`config.mk`:
```
export PLATFORM = sky130hd
export DESIGN_NAME = line_interface_config_regs
export DESIGN_NICKNAME = d
export VERILOG_FILES = /design/src/line_interface_config_regs.v
export VERILOG_INCLUDE_DIRS = /design/src /design/src/src
export SDC_FILE = /design/constraint.sdc
export NUM_CORES = 1
export LEC_CHECK = 0
export BUFFER_PORTS_ARGS = -buffer_cell sky130_fd_sc_hd__buf_2
export CAP_MARGIN = 5
export CORE_ASPECT_RATIO = 2
export CORE_MARGIN = 8
export CORE_UTILIZATION = 50
export CTS_CLUSTER_DIAMETER = 200
export DETAILED_ROUTE_END_ITERATION = 10
export PLACE_DENSITY = 0.74
export SLEW_MARGIN = 20
export SYNTH_ARGS = -nofsm -noshare
export SYNTH_HDL_FRONTEND = slang
export SYNTH_SLANG_ARGS = --single-unit
```
`constraint.sdc`:
```
create_clock -name clk_i -period 1.4 [get_ports clk_i]
set_input_delay 0.14 -clock clk_i [delete_from_list [all_inputs] [get_ports clk_i]]
set_output_delay 0.14 -clock clk_i [all_outputs]
set_load 0.01 [all_outputs]
```
`src/line_interface_config_defines.vh`:
```
// Register offsets, field positions, reset values and timing counts
`ifndef LINE_INTERFACE_CONFIG_DEFINES_VH
`define LINE_INTERFACE_CONFIG_DEFINES_VH

// ----------------------------------------------------------------------
// Register offsets
// ----------------------------------------------------------------------
`define LIC_OFFSET_LINE_CTRL     5'h10
`define LIC_OFFSET_SYNTH_SEL     5'h11

// ----------------------------------------------------------------------
// Reset values
// ----------------------------------------------------------------------
`define LIC_RESET_LINE_CTRL      8'h00
`define LIC_RESET_SYNTH_SEL      8'h00

// ----------------------------------------------------------------------
// Field positions
// ----------------------------------------------------------------------
`define LIC_BIT_RAIL_FORMAT      7
`define LIC_BIT_AUTO_ONES        6
`define LIC_BIT_RX_EDGE          5
`define LIC_BIT_TX_EDGE          4
`define LIC_BIT_POLARITY         3
`define LIC_BIT_SOFT_RESET       0
`define LIC_BIT_SEL_MSB          6
`define LIC_BIT_SEL_MID          5
`define LIC_BIT_SEL_LSB          4
`define LIC_BIT_MASTER_RATE      3

// ----------------------------------------------------------------------
// Timing
// ----------------------------------------------------------------------
// Cycles of the 25 MHz clock in 10 us; the bit must outlast this
`define LIC_SOFT_RST_CYCLES      9'h0fa

`endif

```
`src/line_interface_config_regs.v`:
```
// Line interface configuration registers and the data path they steer
//
// What this block does
// - D7 one single rail, zero dual rail
// - D6 sends all ones during receive LOS
// - D5 one: receive data changes on falling
// - D4 zero: transmit sampled on falling edge
// - D3 one makes data active low
// - D0 held over 10us resets state machines
// - Codes 011..111 select 16/56/64/128/256 kHz
// - Rate bit zero E1, one T1/J1
// - Hardware mode takes synthesizer setup from pins
`timescale 1ns/1ps
`include "line_interface_config_defines.vh"

module line_interface_config_regs
(
    input  wire        clk_i,
    input  wire        reset_n_i,
    input  wire [4:0]  reg_addr_i,
    input  wire [7:0]  reg_wdata_i,
    input  wire        reg_wr_i,
    input  wire        reg_rd_i,
    output reg  [7:0]  reg_rdata_o,
    input  wire        hw_mode_i,
    input  wire [2:0]  hw_synth_select_i,
    input  wire        hw_master_rate_i,
    input  wire        rx_loss_of_signal_i,
    input  wire        tx_line_clock_i,
    input  wire        tx_positive_rail_in_i,
    input  wire        tx_negative_rail_in_i,
    input  wire        rx_clock_i,
    input  wire        rx_positive_rail_i,
    input  wire        rx_negative_rail_i,
    output reg         tx_positive_rail_o,
    output reg         tx_negative_rail_o,
    output reg         rx_positive_rail_o,
    output reg         rx_negative_rail_o,
    output reg  [2:0]  synth_input_select_o,
    output reg         master_rate_select_o,
    output reg  [11:0] synth_ref_khz_o,
    output reg         soft_reset_o
);

    localparam [8:0] SOFT_RST_CYCLES = `LIC_SOFT_RST_CYCLES;

    // ------------------------------------------------------------------
    // Reference frequency lookup
    // ------------------------------------------------------------------
    function [11:0] ref_khz;
        input [2:0] code;
        begin
            case (code)
                3'b000:  ref_khz = 12'h800;
                3'b001:  ref_khz = 12'h608;
                3'b010:  ref_khz = 12'h008;
                3'b011:  ref_khz = 12'h010;
                3'b100:  ref_khz = 12'h038;
                3'b101:  ref_khz = 12'h040;
                3'b110:  ref_khz = 12'h080;
                3'b111:  ref_khz = 12'h100;
                default: ref_khz = 12'h800;
            endcase
        end
    endfunction

    // ------------------------------------------------------------------
    // Registers
    // ------------------------------------------------------------------
    reg [7:0] line_interface_control_r;
    reg [7:0] clock_synth_select_r;

    wire rail_format_select    =
        line_interface_control_r[`LIC_BIT_RAIL_FORMAT];
    wire auto_all_ones_on_los  =
        line_interface_control_r[`LIC_BIT_AUTO_ONES];
    wire rx_output_edge_select = line_interface_control_r[`LIC_BIT_RX_EDGE];
    wire tx_sample_edge_select = line_interface_control_r[`LIC_BIT_TX_EDGE];
    wire data_polarity_select  =
        line_interface_control_r[`LIC_BIT_POLARITY];
    wire soft_reset_bit        =
        line_interface_control_r[`LIC_BIT_SOFT_RESET];

    always @(posedge clk_i or negedge reset_n_i)
    begin
        if (!reset_n_i)
        begin
            line_interface_control_r <= `LIC_RESET_LINE_CTRL;
            clock_synth_select_r     <= `LIC_RESET_SYNTH_SEL;
        end
        else if (reg_wr_i)
        begin
            case (reg_addr_i)
                `LIC_OFFSET_LINE_CTRL: line_interface_control_r <= reg_wdata_i;
                `LIC_OFFSET_SYNTH_SEL: clock_synth_select_r     <= reg_wdata_i;
                default:
                begin
                end
            endcase
        end
    end

    // Unmapped addresses read as zero
    always @(posedge clk_i or negedge reset_n_i)
    begin
        if (!reset_n_i)
            reg_rdata_o <= 8'h00;
        else if (reg_rd_i)
        begin
            case (reg_addr_i)
                `LIC_OFFSET_LINE_CTRL: reg_rdata_o <= line_interface_control_r;
                `LIC_OFFSET_SYNTH_SEL: reg_rdata_o <= clock_synth_select_r;
                default:               reg_rdata_o <= 8'h00;
            endcase
        end
    end

    // ------------------------------------------------------------------
    // Pin synchronisers
    // ------------------------------------------------------------------
    reg [11:0] meta_r;
    reg [11:0] sync_r;

    always @(posedge clk_i or negedge reset_n_i)
    begin
        if (!reset_n_i)
        begin
            meta_r <= 12'h000;
            sync_r <= 12'h000;
        end
        else
        begin
            meta_r <= {hw_mode_i, hw_synth_select_i, hw_master_rate_i,
                       rx_loss_of_signal_i, tx_line_clock_i,
                       tx_positive_rail_in_i, tx_negative_rail_in_i,
                       rx_clock_i, rx_positive_rail_i, rx_negative_rail_i};
            sync_r <= meta_r;
        end
    end

    wire       hw_mode_s     = sync_r[11];
    wire [2:0] hw_select_s   = sync_r[10:8];
    wire       hw_rate_s     = sync_r[7];
    wire       rx_los_s      = sync_r[6];
    wire       tx_clk_s      = sync_r[5];
    wire       tx_pos_s      = sync_r[4];
    wire       tx_neg_s      = sync_r[3];
    wire       rx_clk_s      = sync_r[2];
    wire       rx_pos_s      = sync_r[1];
    wire       rx_neg_s      = sync_r[0];

    // ------------------------------------------------------------------
    // Soft reset timer
    // ------------------------------------------------------------------
    reg [8:0] soft_cnt_r;
    reg [8:0] soft_cnt_nxt;

    always @*
    begin
        soft_cnt_nxt = soft_cnt_r;
        if (!soft_reset_bit)
            soft_cnt_nxt = 9'h000;
        else if (soft_cnt_r <= SOFT_RST_CYCLES)
            soft_cnt_nxt = soft_cnt_r + 9'h001;
    end

    always @(posedge clk_i or negedge reset_n_i)
    begin
        if (!reset_n_i)
        begin
            soft_cnt_r   <= 9'h000;
            soft_reset_o <= 1'b0;
        end
        else
        begin
            soft_cnt_r   <= soft_cnt_nxt;
            // reset once held longer than limit
            soft_reset_o <= soft_reset_bit && (soft_cnt_nxt > SOFT_RST_CYCLES);
        end
    end

    // ------------------------------------------------------------------
    // Clock synthesizer selection
    // ------------------------------------------------------------------
    wire [2:0] reg_select =
        clock_synth_select_r[`LIC_BIT_SEL_MSB:`LIC_BIT_SEL_LSB];

    always @(posedge clk_i or negedge reset_n_i)
    begin
        if (!reset_n_i)
        begin
            synth_input_select_o <= 3'b000;
            master_rate_select_o <= 1'b0;
            synth_ref_khz_o      <= 12'h800;
        end
        else if (hw_mode_s)
        begin
            synth_input_select_o <= hw_select_s;
            master_rate_select_o <= hw_rate_s;
            synth_ref_khz_o      <= ref_khz(hw_select_s);
        end
        else
        begin
            synth_input_select_o <= reg_select;
            master_rate_select_o <= clock_synth_select_r[`LIC_BIT_MASTER_RATE];
            synth_ref_khz_o      <= ref_khz(reg_select);
        end
    end

    // ------------------------------------------------------------------
    // Transmit and receive data path
    // ------------------------------------------------------------------
    // Edges seen on the synchronised clocks, so line rate must stay
    // well below a quarter of clk_i
    reg tx_clk_d_r;
    reg rx_clk_d_r;

    wire tx_rise = tx_clk_s & ~tx_clk_d_r;
    wire tx_fall = ~tx_clk_s & tx_clk_d_r;
    wire rx_rise = rx_clk_s & ~rx_clk_d_r;
    wire rx_fall = ~rx_clk_s & rx_clk_d_r;

    wire tx_take = tx_sample_edge_select ? tx_rise : tx_fall;
    wire rx_take = rx_output_edge_select ? rx_fall : rx_rise;

    always @(posedge clk_i or negedge reset_n_i)
    begin
        if (!reset_n_i)
        begin
            tx_clk_d_r         <= 1'b0;
            rx_clk_d_r         <= 1'b0;
            tx_positive_rail_o <= 1'b0;
            tx_negative_rail_o <= 1'b0;
            rx_positive_rail_o <= 1'b0;
            rx_negative_rail_o <= 1'b0;
        end
        // soft reset drives the transmit rails low and the receive rails to the polarity bit
        else if (soft_reset_o)
        begin
            tx_clk_d_r         <= tx_clk_s;
            rx_clk_d_r         <= rx_clk_s;
            tx_positive_rail_o <= 1'b0;
            tx_negative_rail_o <= 1'b0;
            rx_positive_rail_o <= data_polarity_select;
            rx_negative_rail_o <= data_polarity_select;
        end
        else
        begin
            tx_clk_d_r <= tx_clk_s;
            rx_clk_d_r <= rx_clk_s;
            if (tx_take)
            begin
                // all ones during loss of signal
                if (auto_all_ones_on_los && rx_los_s)
                begin
                    tx_positive_rail_o <= 1'b1;
                    tx_negative_rail_o <= 1'b0;
                end
                else
                begin
                    tx_positive_rail_o <= tx_pos_s ^ data_polarity_select;
                    tx_negative_rail_o <= rail_format_select ? 1'b0 :
                                          (tx_neg_s ^ data_polarity_select);
                end
            end
            if (rx_take)
            begin
                rx_positive_rail_o <= rx_pos_s ^ data_polarity_select;
                rx_negative_rail_o <= rail_format_select ?
                                      data_polarity_select :
                                      (rx_neg_s ^ data_polarity_select);
            end
        end
    end

endmodule
```
======== Yosys cells after proc, flatten, opt, wreduce, memory -nomap -nowiden ========
Memories as Yosys holds them, arrays and structs flattened.
Cells that the tools add are included.
storage, ports and cells
  register bits after elaboration ......... 80
  bits in read-only memories .............. 144
  output and inout port bits .............. 29
  memories ................................ 2
  input port bits ......................... 29
  word-level logic and storage cells ...... 61
cells by class
  mux-type cells .......................... 20
  add/subtract/negate cells ............... 1
  reduce and logical (&&, ||, !) cells .... 6
  order comparisons ....................... 2
  bitwise gates (word level) .............. 12
  eq/ne operators ......................... 2
memories
  name              depth  width  read ports  clocked after Yosys merged registers in  wr ports  RTL line                         text
  (name not given)  8      9      1           0                                        0         line_interface_config_regs.v:53  case (code)
  (name not given)  8      9      1           0                                        0         line_interface_config_regs.v:53
operators with widths
  kind                                                                               count
  9-bit 2-to-1 mux                                                                   2
  8-bit case mux with 2 select lines                                                 1
  1-bit 2-to-1 mux                                                                   15
  12-bit 2-to-1 mux                                                                  1
  5-bit == test (second input constant)                                              2
  9-bit by 1-bit adder with 9-bit output (second input constant)                     1
  9-bit by 8-bit greater-than comparator with 1-bit output (second input constant)   1
  9-bit by 8-bit less-or-equal comparator with 1-bit output (second input constant)  1
  1-bit AND                                                                          4
  1-bit NOT                                                                          4
  2-bit AND reduction                                                                2
  2-bit nonzero test                                                                 2
  1-bit XOR                                                                          4
  3-bit 2-to-1 mux                                                                   1
  1-bit logical AND                                                                  2

======== Logic depth before layout (Yosys ltp) ========
  depth in word-level cells ............... 5
  gate-level depth with buffers ........... 7
  depth with buffers taken out ............ 7

======== Worst setup path after synthesis ========
No wires, ideal clock.
  path type ............................... reg-to-reg
  start point ............................. register soft_cnt_r[1]
  end point ............................... register soft_reset_o
  cell stages (with the launch flop) ...... 7
  buffers on the path ..................... 0
  setup time .............................. 0.104 ns
  data required time ...................... 1.296 ns
  arrival time ............................ 1.466 ns
  slack ................................... -0.169 ns
  clock period less this slack ............ 1.569 ns
  cells stage by stage .................... dfrtp_1 ha_1 nor2b_1 and2_1 a21o_1 nand3_1 o41ai_2
between the ends
  word-level cells in the longest chain between the ends .. 5
  elaborated cells between the ends (all ways) .. 6
  classes of those cells .................. add/sub: 1; order compare: 2; mux: 2; reduce/logical: 1
RTL lines
  item                                                                                                                 RTL line                                                            text
  from (decl)                                                                                                          line_interface_config_regs.v:155                                    reg [8:0] soft_cnt_r;
  from (signal assigned)                                                                                               line_interface_config_regs.v:176                                    soft_cnt_r <= soft_cnt_nxt;
  9-bit by 1-bit adder with 9-bit output or 9-bit by 8-bit less-or-equal comparator with 1-bit output (tied branches)  line_interface_config_regs.v:164, line_interface_config_regs.v:163
  9-bit 2-to-1 mux *                                                                                                   line_interface_config_regs.v:163                                    else if (soft_cnt_r <= SOFT_RST_CYCLES)
  9-bit 2-to-1 mux *                                                                                                   line_interface_config_regs.v:161                                    if (!soft_reset_bit)
  9-bit by 8-bit greater-than comparator with 1-bit output *                                                           line_interface_config_regs.v:178                                    soft_reset_o <= soft_reset_bit && (soft_cnt_nxt > SOFT_RST_CYCLES);
  1-bit logical AND *                                                                                                  line_interface_config_regs.v:178
  to (signal assigned)                                                                                                 line_interface_config_regs.v:178
  to (decl)                                                                                                            line_interface_config_regs.v:42                                     output reg soft_reset_o
Every way passes the cells marked *; elsewhere a longest branch is shown, timed or not.
A chain may end at the register's enable or synchronous reset.

======== Final worst setup path ========
Ends and elaborated chain as after synthesis.

==> flow_summary.ini <==
[die]
fp.dieH_um = 129
ioPinCount = 58
coreArea_um2 = 6260
die_w_um = 72.6
start_util = 0.513
rows = 41
dieArea_um2 = 9390

[grt]
grt_start_max_net_pins = 77
grt_pass1_vias = 2499
grt_use_total = 0.165
antenna_found_initial = 0
grt_overflow = 0
grt_pass1_wl_mm = 11.5

[placed_design]
place_congestion = 0.900
dp_slack_ns = -0.211
portBuffers = 54
detailed_place.area_um2 = 3740
dp_hpwl_mm = 5.03

[routing]
m1WireLength_mm = 2.60
drtIter0Drc = 183
vias_per_cell = 5.34
wirelength_mm = 7.60
vias = 2391
dr_wl_met3_um = 412
drc = 0
drt-wirelength-per-cell_um = 17.0
wl_met2_mm = 4.33
highest_layer = met4
drt_first_pass_iters = 7
postRouteAntennaNets = 0

[run_status]
status = complete, but fails checks
violations = negative setup slack

[clocking]
cts_tree = yes
htreeDepth = 3
clock_path_buffers = 2
root_buffer = clkbuf_16
cts_buffers = 9
clkLatencyLatePin_ns = 0.34
cts.sinks = 76
clk_pin_slew_ns = 0.06

[logic_synthesis]
async_flop_share = 1.00
synth_area_um2 = 3210
ys_seq_area_frac = 0.593
synth_edf_count = 0
yosys_warnings = 0
synth_cells = 258
synth_seq_cells = 76
synth_cell_type_count = 46
synth.avg_cell_area_um2 = 12.4
synthFlopType = dfrtp_1

[finish]
diodes = 0
final_area_um2 = 4370
fill_cells = 457
drive_gt1_frac = 0.406
mostFrequentLayoutCells = dfrtp_1, buf_2, mux2_2
mostFrequentLayoutCell = dfrtp_1
final_util = 0.699
area_growth_pct = 36.3
final_nets = 396

[timing]
fin_crit_sh = 1.20
hold_ws_ns = 0.0487
hold_violations = 0
rsz0062_at_grt = true
setup_viol = 6
timing.final.ws_setup_ns = -0.277
max_freq_ghz = 0.596
drv_slew = 0
min_period_ns = 1.68
fin_worst_skew_ns = 0.00438

[critical_path]
crit_arrival_ns = 1.91
worstSetupPathType = flip-flop to flip-flop
crit_path_start_kind = flip-flop
end_kind = flip-flop
worstPathRequired_ns = 1.64
crit_fanout = 4
reg2reg_slack_ns = -0.28

[power_and_ir_drop]
ir_drop_v = 0.000949
cellPowerDensity_nw_per_um2 = 1480
p_leak_uw = 0.00215

[run]
maxCapViolations = 0

[hold_path]
hp-class = input pin to flip-flop
[report_power, final]
group	leakage [uW]	internal, uW	switching [uW]	total (uW)
combinational	0.00100	471	433	904
clock	0.000186	2100	868	2960
sequential	0.000957	2430	167	2600
total	0.00215	5000	1470	6470
[stage by stage]
step	total power, uW	TNS (ns)	instances
final	6470	-0.974	448
after global routing	6730	-1.36	448
after CTS	6490	-0.464	444
after detailed placement	3460	-0.310	413
after global placement	3430	-0.131	413
after floorplan	3100	-0.0774	260
[timing repair]
| item | 4_1_cts | 5_1_grt |
|---|---|---|
| gates cloned | 0 | 0 |
| endpoints found under the hold margin | 87 | 0 |
| buffers inserted | 2 | 4 |
| pin swaps | 7 | 12 |
| hold buffers | 13 | 0 |
| setup endpoints to repair | 5 | 7 |
| resized for setup | 6 | 13 |
[flip-flops by register name, indices dropped and copies added (netlist names)]
| name | flops |
|---|---|
| soft_reset_o | 1 |
| reg_rdata_o | 8 |
| synth_ref_khz_o | 8 |
| meta_r | 12 |
| master_rate_select_o | 1 |
| rx_clk_d_r | 1 |
| clock_synth_select_r | 8 |
| tx_clk_d_r | 1 |
| rx_negative_rail_o | 1 |
| sync_r | 12 |
| rx_positive_rail_o | 1 |
| synth_input_select_o | 3 |
| line_interface_control_r | 8 |
| soft_cnt_r | 9 |
| tx_positive_rail_o | 1 |
| tx_negative_rail_o | 1 |
[critical path, cell delays in order (launching register included)]
cell,delay [ns]
dfrtp_2,0.41
buf_6,0.12
o211ai_1,0.11
buf_4,0.17
o211ai_1,0.21
o21a_1,0.20
a21oi_2,0.05
o41ai_2,0.31
[final timing paths]
check / start / endpoint / cells after the start
worst min-delay path: reg_wdata_i[1] / clock_synth_select_r[1]$_DFFE_PN0P_ / 2
worst max-delay path: soft_cnt_r[1]$_DFF_PN0_ / soft_reset_o$_DFF_PN0_ / 7
worst max register to register: soft_cnt_r[1]$_DFF_PN0_ / soft_reset_o$_DFF_PN0_ / 7
max in group asynchronous: reset_n_i / synth_ref_khz_o[11]$_DFF_PN1_ / 3
min in group asynchronous: reset_n_i / synth_input_select_o[2]$_DFF_PN0_ / 3
worst min register to register: meta_r[8]$_DFF_PN0_ / sync_r[8]$_DFF_PN0_ / 0
[metal layers]
| layer | track usage | up-vias |
|---|---|---|
| met5 | 0 | - |
| met4 | 0.103 | 0 |
| met3 | 0.0573 | 24 |
| met2 | 0.302 | 77 |
| met1 | 0.145 | 1196 |
| li1 | - | 1094 |
[kinds of logic after synthesis]
group	synth area share
xor gates and xnor gates	0.0164
muxes	0.0909
adders and majority gates	0.0390
DFF	0.593
AOI/OAI and AO/OA	0.112
other	0.00117
and+or+nand+nor	0.105
buffers and inverters	0.0417
[cells in the mapped netlist (2+ instances only)]
library cell  instances  area (um^2)
xor2_1                2         17.5
a21o_1                3         22.5
nand3_1              12         60.1
a221o_1               2         20.0
o21ai_0              18         90.1
o211a_1               2         20.0
dfrtp_1              75         1880
and2_1                5         31.3
a21oi_1               6         30.0
ha_1                 10          125
nand4_1               2         12.5
inv_1                18         67.6
o211ai_1              2         15.0
nand2_1              15         56.3
nand2b_1              3         18.8
o31ai_1               2         15.0
buf_2                 5         25.0
mux2_2               25          282
clkbuf_1              2         7.51
nor2b_1               6         37.5
buf_4                 4         30.0
a22o_1                2         17.5
a32o_1                3         30.0
nor2_1                4         15.0
nand3b_1              3         22.5
a31oi_1               4         25.0
xnor2_1               4         35.0
[area by class of cell]
type,count,area [um^2],share of cell area
Sequential cell,76,1910,0.436
Multi-Input combinational cell,154,1230,0.282
Timing Repair Buffer,98,668,0.153
Clock buffer,9,225,0.0515
Clock inverter,7,163,0.0372
Tap cell,86,108,0.0246
Inverter,18,67.6,0.0155
(Power assumes the default switching activity.)
